**src/core/afxc_defs.vh**
```
`ifndef AFXC_DEFS_VH
`define AFXC_DEFS_VH
// Functional notes
// - Exactly one cascaded FIFO has first_load_n held low.
// - Every other cascaded FIFO has first_load_n held high.
// - Each chain_token_out_n feeds the next FIFO's chain_token_in_n.
// - Composite flags are the OR of all active-low device flags.
// - Width expansion drives all controls together; flags from any one device.
// - Writer toggles write strobe only while full flag is deasserted.
// - Bidirectional buffering pairs one FIFO per direction.

// Controller register byte offsets on APB
`define AFXC_REG_CTRL 12'h000
`define AFXC_REG_WDATA 12'h004
`define AFXC_REG_RDATA 12'h008
`define AFXC_REG_STAT 12'h00C
`define AFXC_REG_TIME 12'h010
// CTRL bits (write one to launch; bits 0-3 are self-clearing, CASC bit 4 is held)
`define AFXC_CTL_WR 0
`define AFXC_CTL_RD 1
`define AFXC_CTL_RST 2
`define AFXC_CTL_RT 3
`define AFXC_CTL_CASC 4
// STAT bits
`define AFXC_ST_BUSY 0
`define AFXC_ST_EMPTY_N 1
`define AFXC_ST_FULL_N 2
`define AFXC_ST_HALF_N 3
`define AFXC_ST_RDV 4
`define AFXC_ST_REFUSED 5
// Strobe low time and recovery, cycles
`define AFXC_STROBE_CYC 8'h04
`define AFXC_RECOV_CYC 8'h02
`define AFXC_RESET_CYC 8'h0A
`endif

```
**src/core/afxc_ctrl.v**
```verilog
// The register offsets and the APB slave port were chosen for this implementation.
`timescale 1ns/10ps
`include "afxc_defs.vh"
// Host controller for an asynchronous 9-bit FIFO (or a width/depth array)
module afxc_ctrl #(
	parameter DW = 9
) (
	input  wire          ref_clk,
	input  wire          nrst,
	input  wire [11:0]   paddr,
	input  wire          psel,
	input  wire          penable,
	input  wire          pwrite,
	input  wire [31:0]   pwdata,
	output reg  [31:0]   prdata,
	output reg           pready,
	output reg           pslverr,
	output reg           master_clear_n,
	output reg           write_n,
	output reg           read_n,
	output reg           first_load_or_retransmit_n,
	output reg  [DW-1:0] data_in,
	input  wire [DW-1:0] data_out,
	input  wire          empty_flag_n,
	input  wire          full_flag_n,
	input  wire          half_full_flag_n
);
	localparam S_IDLE = 5'b00001;
	localparam S_WR   = 5'b00010;
	localparam S_RD   = 5'b00100;
	localparam S_RST  = 5'b01000;
	localparam S_REC  = 5'b10000;

	reg [4:0]    state_q;
	reg [DW-1:0] wdata_q;
	reg [DW-1:0] rdata_q;
	reg          rdv_q;
	reg          refused_q;
	reg          casc_q;
	reg [7:0]    strobe_len_q;
	reg [7:0]    rec_q;
	reg          go_q;
	reg          clr_q;
	reg [7:0]    go_len_q;
	reg [2:0]    ef_s_q;
	reg [2:0]    ff_s_q;
	reg [1:0]    hf_s_q;
	reg [DW-1:0] dq1_q;
	reg [DW-1:0] dq2_q;
	wire         strobe_n;
	wire         done;

	// Flags and data come from an unclocked part: two flops first
	// flag pins: composite OR, or any one parallel device
	always @(posedge ref_clk or negedge nrst)
	begin
		if (!nrst)
		begin
			ef_s_q <= 3'h0;
			ff_s_q <= 3'h7;
			hf_s_q <= 2'h3;
			dq1_q  <= {DW{1'b0}};
			dq2_q  <= {DW{1'b0}};
		end
		else
		begin
			ef_s_q <= {ef_s_q[1], ef_s_q[0], empty_flag_n};
			ff_s_q <= {ff_s_q[1], ff_s_q[0], full_flag_n};
			hf_s_q <= {hf_s_q[0], half_full_flag_n};
			dq1_q  <= data_out;
			dq2_q  <= dq1_q;
		end
	end

	wire ef_ok = ef_s_q[1] & ef_s_q[2];
	wire ff_ok = ff_s_q[1] & ff_s_q[2];

	afxc_pulse #(.W(8)) u_pulse (
		.ref_clk  (ref_clk),
		.nrst     (nrst),
		.start    (go_q),
		.len      (go_len_q),
		.strobe_n (strobe_n),
		.done     (done)
	);

	wire acc    = psel & penable;
	wire wr_acc = acc & pwrite;

	always @(posedge ref_clk or negedge nrst)
	begin
		if (!nrst)
		begin
			state_q        <= S_IDLE;
			wdata_q        <= {DW{1'b0}};
			rdata_q        <= {DW{1'b0}};
			rdv_q          <= 1'b0;
			refused_q      <= 1'b0;
			casc_q         <= 1'b0;
			strobe_len_q   <= `AFXC_STROBE_CYC;
			rec_q          <= 8'h00;
			go_q           <= 1'b0;
			clr_q          <= 1'b0;
			go_len_q       <= 8'h00;
			pready         <= 1'b0;
			pslverr        <= 1'b0;
			prdata         <= 32'h00000000;
			master_clear_n <= 1'b1;
			write_n        <= 1'b1;
			read_n         <= 1'b1;
			first_load_or_retransmit_n <= 1'b1;
			data_in        <= {DW{1'b0}};
		end
		else
		begin
			go_q    <= 1'b0;
			pready  <= psel & ~penable;
			pslverr <= 1'b0;
			if (psel && !penable && !pwrite)
			begin
				case (paddr)
				`AFXC_REG_CTRL:
					prdata <= {27'h0, casc_q, 4'h0};
				`AFXC_REG_WDATA:
					prdata <= {{(32-DW){1'b0}}, wdata_q};
				`AFXC_REG_RDATA:
					prdata <= {{(32-DW){1'b0}}, rdata_q};
				`AFXC_REG_STAT:
					prdata <= {26'h0, refused_q, rdv_q, hf_s_q[1],
						ff_s_q[1], ef_s_q[1], ~state_q[0]};
				`AFXC_REG_TIME:
					prdata <= {24'h0, strobe_len_q};
				default:
					prdata <= 32'h00000000;
				endcase
			end
			if (psel && !penable && paddr != `AFXC_REG_CTRL &&
				paddr != `AFXC_REG_WDATA && paddr != `AFXC_REG_RDATA &&
				paddr != `AFXC_REG_STAT && paddr != `AFXC_REG_TIME)
				pslverr <= 1'b1;
			if (wr_acc && paddr == `AFXC_REG_WDATA)
				wdata_q <= pwdata[DW-1:0];
			if (wr_acc && paddr == `AFXC_REG_TIME && pwdata[7:0] != 8'h00)
				strobe_len_q <= pwdata[7:0];
			if (acc && !pwrite && paddr == `AFXC_REG_RDATA)
				rdv_q <= 1'b0;
			if (wr_acc && paddr == `AFXC_REG_CTRL)
				casc_q <= pwdata[`AFXC_CTL_CASC];
			case (state_q)
			S_IDLE:
			begin
				if (wr_acc && paddr == `AFXC_REG_CTRL)
				begin
					refused_q <= 1'b0;
					go_len_q  <= strobe_len_q;
					if (pwdata[`AFXC_CTL_RST])
					begin
						go_q     <= 1'b1;
						clr_q    <= 1'b1;
						go_len_q <= `AFXC_RESET_CYC;
						state_q  <= S_RST;
					end
					// write only while full flag is high
					else if (pwdata[`AFXC_CTL_WR])
					begin
						if (ff_ok)
						begin
							go_q    <= 1'b1;
							// one word and strobe feed all parallel parts
							data_in <= wdata_q;
							state_q <= S_WR;
						end
						else
							refused_q <= 1'b1;
					end
					// read only while empty flag is high
					else if (pwdata[`AFXC_CTL_RD])
					begin
						if (ef_ok)
						begin
							go_q    <= 1'b1;
							state_q <= S_RD;
						end
						else
							refused_q <= 1'b1;
					end
					else if (pwdata[`AFXC_CTL_RT])
					begin
						if (!casc_q)
						begin
							go_q    <= 1'b1;
							clr_q   <= 1'b0;
							state_q <= S_RST;
						end
						else
							refused_q <= 1'b1;
					end
				end
			end
			S_WR:
			begin
				// word held until write strobe rises
				write_n <= strobe_n & ~go_q;
				if (done)
				begin
					write_n <= 1'b1;
					rec_q   <= `AFXC_RECOV_CYC;
					state_q <= S_REC;
				end
			end
			S_RD:
			begin
				read_n <= strobe_n & ~go_q;
				// sample while read strobe still low
				if (done)
				begin
					rdata_q <= dq2_q;
					rdv_q   <= 1'b1;
					read_n  <= 1'b1;
					rec_q   <= `AFXC_RECOV_CYC;
					state_q <= S_REC;
				end
			end
			S_RST:
			begin
				// Own flag, not the length, so any TIME value is safe
				if (clr_q)
				begin
					master_clear_n <= strobe_n & ~go_q;
					// level moves only under clear, never a resend
					if (!master_clear_n)
						first_load_or_retransmit_n <= ~casc_q;
				end
				else
					first_load_or_retransmit_n <= strobe_n & ~go_q;
				if (done)
				begin
					master_clear_n <= 1'b1;
					// first-load level kept static in cascade
					// chain wiring and paired units stay outside
					first_load_or_retransmit_n <= ~casc_q;
					rec_q   <= `AFXC_RECOV_CYC;
					state_q <= S_REC;
				end
			end
			S_REC:
			begin
				// Lets flag synchronisers settle before next decision
				if (rec_q == 8'h00)
					state_q <= S_IDLE;
				else
					rec_q <= rec_q - 8'h01;
			end
			default:
				state_q <= S_IDLE;
			endcase
		end
	end
endmodule

```
**src/core/afxc_pulse.v**
```verilog
`timescale 1ns/10ps
// Drives one active-low strobe for a programmable number of cycles
module afxc_pulse #(
	parameter W = 8
) (
	input  wire         ref_clk,
	input  wire         nrst,
	input  wire         start,
	input  wire [W-1:0] len,
	output reg          strobe_n,
	output reg          done
);
	reg [W-1:0] cnt_q;

	always @(posedge ref_clk or negedge nrst)
	begin
		if (!nrst)
		begin
			strobe_n <= 1'b1;
			cnt_q    <= {W{1'b0}};
			done     <= 1'b0;
		end
		else
		begin
			done <= 1'b0;
			if (start && strobe_n)
			begin
				strobe_n <= 1'b0;
				cnt_q    <= len;
			end
			else if (!strobe_n)
			begin
				if (cnt_q <= {{(W-1){1'b0}}, 1'b1})
				begin
					strobe_n <= 1'b1;
					done     <= 1'b1;
				end
				else
					cnt_q <= cnt_q - {{(W-1){1'b0}}, 1'b1};
			end
		end
	end
endmodule

```
**config.mk**
```make
export PLATFORM = sky130hd
export DESIGN_NAME = afxc_ctrl
export DESIGN_NICKNAME = d
export VERILOG_FILES = /design/src/core/afxc_ctrl.v /design/src/core/afxc_pulse.v
export VERILOG_INCLUDE_DIRS = /design/src /design/src/core
export SDC_FILE = /design/constraint.sdc
export NUM_CORES = 1
export LEC_CHECK = 0
export BUFFER_PORTS_ARGS = -buffer_cell sky130_fd_sc_hd__buf_2
export CAP_MARGIN = 20
export CORE_MARGIN = 3
export CORE_UTILIZATION = 54
export CTS_CLUSTER_SIZE = 10
export DETAILED_ROUTE_END_ITERATION = 7
export PLACE_DENSITY = 0.84
export RECOVER_POWER = 25
export SLEW_MARGIN = 20
export SYNTH_ARGS = -nofsm -noshare
export SYNTH_HDL_FRONTEND = slang
export SYNTH_HIERARCHICAL = 1
export SYNTH_SLANG_ARGS = --single-unit
```
**constraint.sdc**
```tcl
create_clock -name ref_clk -period 2.45 [get_ports ref_clk]
set_input_delay 0.245 -clock ref_clk [delete_from_list [all_inputs] [get_ports ref_clk]]
set_output_delay 0.245 -clock ref_clk [all_outputs]
set_load 0.01 [all_outputs]
```
==> run metrics, run 1 <==
number of nets in the layout 589; vias per cell 5.744; register area share after synthesis 55.81%; Hold Vio Cnt, Final 0; Min Clock Period, post-route 2201 ps; Most used DFF post-synth dfrtp_1; max_cap viols 0; worst hold path class input pin to flop; register area 2818 um^2; Root Buffer Master clkbuf_8; Mapped Area 5049 um^2; I/O Pins 108; vias post-DR 3659; CTS max path bufs 2; initial antenna violation count 0; Syn-to-layout area delta 14.85%; WP data arrival 2500 ps; PD cells 581.7 nW/um^2; Final Max Tran Viols 0; static leakage 2.846 nW; Synth cell types 66; worst hold slack 111.4 ps; first-pass GRT wire length 18.22 mm; fillcell total 642; vias in the first global route 3705; Ys Warns 6; Worst setup EP type flop; first-iteration detailed-routing DRC count 196; initial core utilization 56.78%; Fmax achieved 454.2 MHz; Synth top area share 49.57%; Pre-antenna DRT Iters 5; Die H 102.7 um; post-route clock period utilization 89.86%; Fin Clk Skew 17.03 ps; Power Total 3.373 mW; endpoints failing setup 0; most common cell in the netlist dfrtp_1; gr ovfl total 0; #FFs+latches synth 112; CP max stage cell or4b_1; n_diodes 0; largest area contributor in the netlist dfrtp_1; Site Rows 34; Die X 102.7 um; CTS H-tree lvls 3; TNS Setup 0 ps; worst IR drop on VDD 0.0003994 V; gr usage total 22.35%; Post-synth EDFFs 0; GP Congestion 0.8895; Crit path buffers/inverters 1; Cells after Synth 437; Synth top cells by count 100 x dfrtp_1, 52 x nand2_1, 31 x mux2_2; HPWL after DPL 7.923 mm; clk_lat worst skew 380 ps; Clock transition at path regs 110 ps; WP data required 2750 ps; Core Area 8891 um^2; die area 10550 um^2; crit path max fanout 4; crit path launch type flop; residual DRC count 0; Util after Layout 65.21%; CP max stage delay 480 ps; RSZ-0062 raised after global routing no; ratio of cells with drive above 1 in the final layout 30.25%; Setup CP Type flop to flop; status completed; largest net degree at the start of global routing 55; CP delay by family, top compound AO/OA/AOI/OAI gates; syn avg cell area 11.55 um^2; ANT nets after route 0; CTS tree built; ys async rst share 100.0%; total CTS buffers 9; Worst-Margin Slew 1366 ps; Avg WL per Cell 17.16 um; Cell Chain, Critical Path inv_1 -> ha_1 -> or4b_1 -> o2111ai_2 -> o221ai_1 -> a21oi_2 -> mux2i_1; Slew Limit Headroom 8.905%; Port Buffers 61; multi-input logic area 2053 um^2; TritonCTS sink count 112; top cells by area, synth dfrtp_1 50%, mux2_2 6.9%, dfstp_2 6.2%, nand2_1 3.9%, buf_4 3.4%; WL final 10.93 mm
-- flip-flops by register name, summed over array words and instances, names as in the netlist, 2 cells and up --
name           cells
data_in            9
dq1_q              9
dq2_q              9
ef_s_q             3
ff_s_q             3
go_len_q           8
hf_s_q             2
prdata             9
rdata_q            9
rec_q              8
state_q            5
strobe_len_q       8
u_pulse/cnt_q      8
wdata_q            9
-- cell type report --
type	instances	area share, %
clock buffer	10	2.201
tap	108	2.331
clock inverter	6	1.036
multi-input combinational	302	35.41
sequential	112	48.60
inverter	11	0.7121
timing repair buffer	88	9.711
-- final timing paths --
path                                                end  slack, ps                 start  depth (start not counted)
setup / recovery                 state_q[2]$_DFFE_PN0P_        250  rec_q[1]$_DFFE_PN0P_                          7
hold / removal                   wdata_q[8]$_DFFE_PN0P_        110             pwdata[8]                          2
setup reg to reg                 state_q[2]$_DFFE_PN0P_        250  rec_q[1]$_DFFE_PN0P_                          7
hold reg to reg                      dq2_q[7]$_DFF_PN0_        340    dq1_q[7]$_DFF_PN0_                          0
max in group asynchronous            read_n$_DFFE_PN1N_        720                  nrst                          3
min in group asynchronous  u_pulse/cnt_q[6]$_DFFE_PN0P_        710                  nrst                          2
-- logic make-up after synthesis --
family	Yosys count	share of synthesized area [%]
xor+xnor	3	0.5205
fa+ha+maj	4	0.9914
buf+inv	45	5.229
compound gates	85	11.15
simple gates	137	14.62
other cells	1	0.07428
flops	112	55.81
mux	50	11.60
-- power breakdown --
part,total (mW),internal [mW],switching [mW]
clock network,1.07,0.402,0.670
logic,0.358,0.139,0.219
registers,1.94,1.91,0.0330
-- cells in the final DEF (no fill, tap or decap), drive strengths merged, types with 3 or more instances in the layout --
master,count
a31oi,7
mux2i,9
o211ai,4
o31ai,5
inv,15
or4,5
nand3,14
buf,72
nor2,29
dfstp,12
nand4,3
a221oi,5
mux2,41
nor4,5
nand2,52
a21oi,13
o21ai,31
nand2b,3
dlygate4sd3,13
conb,23
nor2b,5
or3,4
ha,4
a32oi,3
nor3,7
clkbuf,13
dfrtp,100
-- timing repair --
| item | CTS | global route |
|---|---|---|
| setup buffers | 0 | 0 |
| hold buffers | 13 | 0 |
| endpoints found under the hold margin | 57 | 0 |
| endpoints found under the setup margin | 0 | 1 |
| resized for setup | 0 | 1 |
-- layer usage --
| metal | share of wire [%] | wire (um) | global-route usage, % |
|---|---|---|---|
| met1 | 41 | 4498 | 28.21 |
| met2 | 52 | 5659 | 37.84 |
| met3 | 4.8 | 521 | 4.668 |
| met4 | 2.3 | 253 | 8.779 |
| met5 | 0 | 0 | 0 |
-- per-stage QoR --
step,cell area (um^2),std cells,worst slack [ps]
after floorplan,5131,459,372.9
after global placement,5482,608,220.6
after detailed placement,5482,608,172.3
after CTS,5799,637,204.2
after global routing,5798,637,54.57
final,5798,637,248.5
Note: power is estimated with default switching activity, not from simulation.
==> run 2, diff against run 1 <==
Settings changed: CORE_UTILIZATION 54 to 49, PLACE_DENSITY 0.84 to 0.81.
Clock period 2.45 ns to 2 ns, I/O delays scaled along.
==> run metrics, run 2 (synthesized netlist as in run 1, its figures left out) <==
register area 2819 um^2; most frequent cells in the layout 99 x dfrtp_1, 59 x buf_2, 52 x nand2_1; clk_lat worst skew 380 ps; total CTS buffers 9; crit path max fanout 5; multi-input logic area 2100 um^2; WL final 11.27 mm; CTS tree built; vias in the first global route 3793; residual DRC count 0; TNS Setup -21.61 ps; status complete, but fails checks; endpoints failing setup 1; crit-path most repeated cell o21ai_0; Fmax achieved 494.7 MHz; Internal 3.063 mW; commonest non-fill, non-tap cell in the layout dfrtp_1; CP max stage cell or4b_4; max_cap viols 0; Root Buffer Master clkbuf_8; first-iteration detailed-routing DRC count 182; Die X 107.5 um; RSZ-0062 raised after global routing yes; initial antenna violation count 0; Slew Limit Headroom 5.096%; Fin Clk Skew 10.96 ps; Worst-Margin Slew 1424 ps; CTS max path bufs 2; Power Total 4.235 mW; Avg WL per Cell 16.40 um; violated checks setup timing; GP Congestion 0.9058; Site Rows 36; net switching power 1.172 mW; TritonCTS sink count 112; Final Max Tran Viols 0; Reg power frac 56.0%; gr usage total 20.16%; Core Area 9910 um^2; Hold Vio Cnt, Final 0; initial core utilization 50.95%; WP data arrival 2290 ps; WP data required 2260 ps; CTS H-tree lvls 3; post-route clock period utilization 101.1%; fillcell total 795; Cell Chain, Critical Path inv_2 -> ha_1 -> or4b_4 -> o2111ai_4 -> buf_4 -> nor2_1 -> o21ai_0 -> o21ai_0; Worst setup EP type flop; Clock power frac 31.6%; gr ovfl total 0; Syn-to-layout area delta 19.88%; placed cell areas 5688 um^2; Combinational Power Share 12.3%; ratio of cells with drive above 1 in the final layout 35.02%; post-route cell area 6052 um^2; vias per cell 5.431; min setup slack post-route -21.61 ps; Die H 107.5 um; worst IR drop on VDD 0.0005995 V; crit path launch type flop; switching share of total power 27.67%; I/O Pins 108; static leakage 2.961 nW; Clock transition at path regs 110 ps; ANT nets after route 0; HPWL after DPL 8.318 mm; vias post-DR 3731; die area 11560 um^2; number of nets in the layout 614; PD cells 699.7 nW/um^2; largest net degree at the start of global routing 49; Setup CP Type flop to flop; CP max stage delay 490 ps; Pre-antenna DRT Iters 4; worst hold path class input pin to flop; first-pass GRT wire length 18.39 mm; Min Clock Period, post-route 2022 ps; n_diodes 0; Port Buffers 61
==> run 2: cell count changes in the layout (fill, tap and decap cells not counted), moves of 2 or more <==
cell and delta:
buf_4 +26, buf_12 -2, inv_2 +2, inv_1 -2
==> run 2: worst max-delay path, delay by kind of cell (launching register included) <==
kind / cells / cell delay (ps)
AO/OA/AOI/OAI: 3 / 560
AND/OR/NAND/NOR: 2 / 530
flip-flops: 1 / 410
buffers and inverters: 2 / 260
adder cells (fa/ha/maj): 1 / 140
==> run 2: path summary, 6_finish.rpt <==
path                                               to  depth (start not counted)  slack [ps]            startpoint
max                              rec_q[2]$_DFFE_PN0P_                          8         -20  rec_q[0]$_DFFE_PN0P_
min                            wdata_q[8]$_DFFE_PN0P_                          2          50             pwdata[8]
max reg2reg                      rec_q[2]$_DFFE_PN0P_                          8         -20  rec_q[0]$_DFFE_PN0P_
min reg2reg                        dq2_q[4]$_DFF_PN0_                          0         360    dq1_q[4]$_DFF_PN0_
max in group asynchronous  u_pulse/strobe_n$_DFF_PN1_                          3         210                  nrst
min in group asynchronous          dq2_q[7]$_DFF_PN0_                          2         660                  nrst
==> run 2: area by class of cell <==
cell class                 instances  share of cell area (%)
tap                              133                   2.750
timing repair buffer             113                   12.05
clock inverter                     7                   1.199
clock buffer                       9                   2.047
multi-input combinational        302                   34.69
sequential                       112                   46.58
inverter                          11                  0.6822
==> run 2: repair_timing <==
| action | 4_1_cts | 5_1_grt |
|---|---|---|
| endpoints found under the hold margin | 35 | 0 |
| hold buffers | 13 | 0 |
| endpoints found under the setup margin | 7 | 17 |
| gates resized for setup | 4 | 5 |
| pin swaps | 0 | 2 |
| setup buffers | 0 | 4 |
==> run 2: through the flow <==
step | std cells | worst slack (ps) | utilization, % | hold slack (ps)
after global routing | 687 | -115.0 | 61.07 | 29.24
after global placement | 654 | -56.75 | 57.40 | 125.0
final | 687 | -21.61 | 61.07 | 48.25
after floorplan | 459 | 23.07 | - | -95.59
after detailed placement | 654 | -106.6 | 57.40 | 130.7
after CTS | 683 | 44.49 | 60.80 | 28.34
==> run 2: metal layers <==
layer  track usage (%)  share of wire (%)  routed length [um]
met1             25.16                 42                4677
met2             34.50                 51                5789
met3             4.139                5.3                 595
met4             7.574                1.8                 206
met5                 0                  0                   0
==> run 2: power by group through the flow <==
stage	Combinational, mW	Sequential (mW)	Clock (mW)
after floorplan	0.273	2.42	0
after global placement	0.479	2.41	0
after detailed placement	0.491	2.42	0
after CTS	0.527	2.37	1.36
after global routing	0.573	2.38	1.44
final	0.523	2.37	1.34
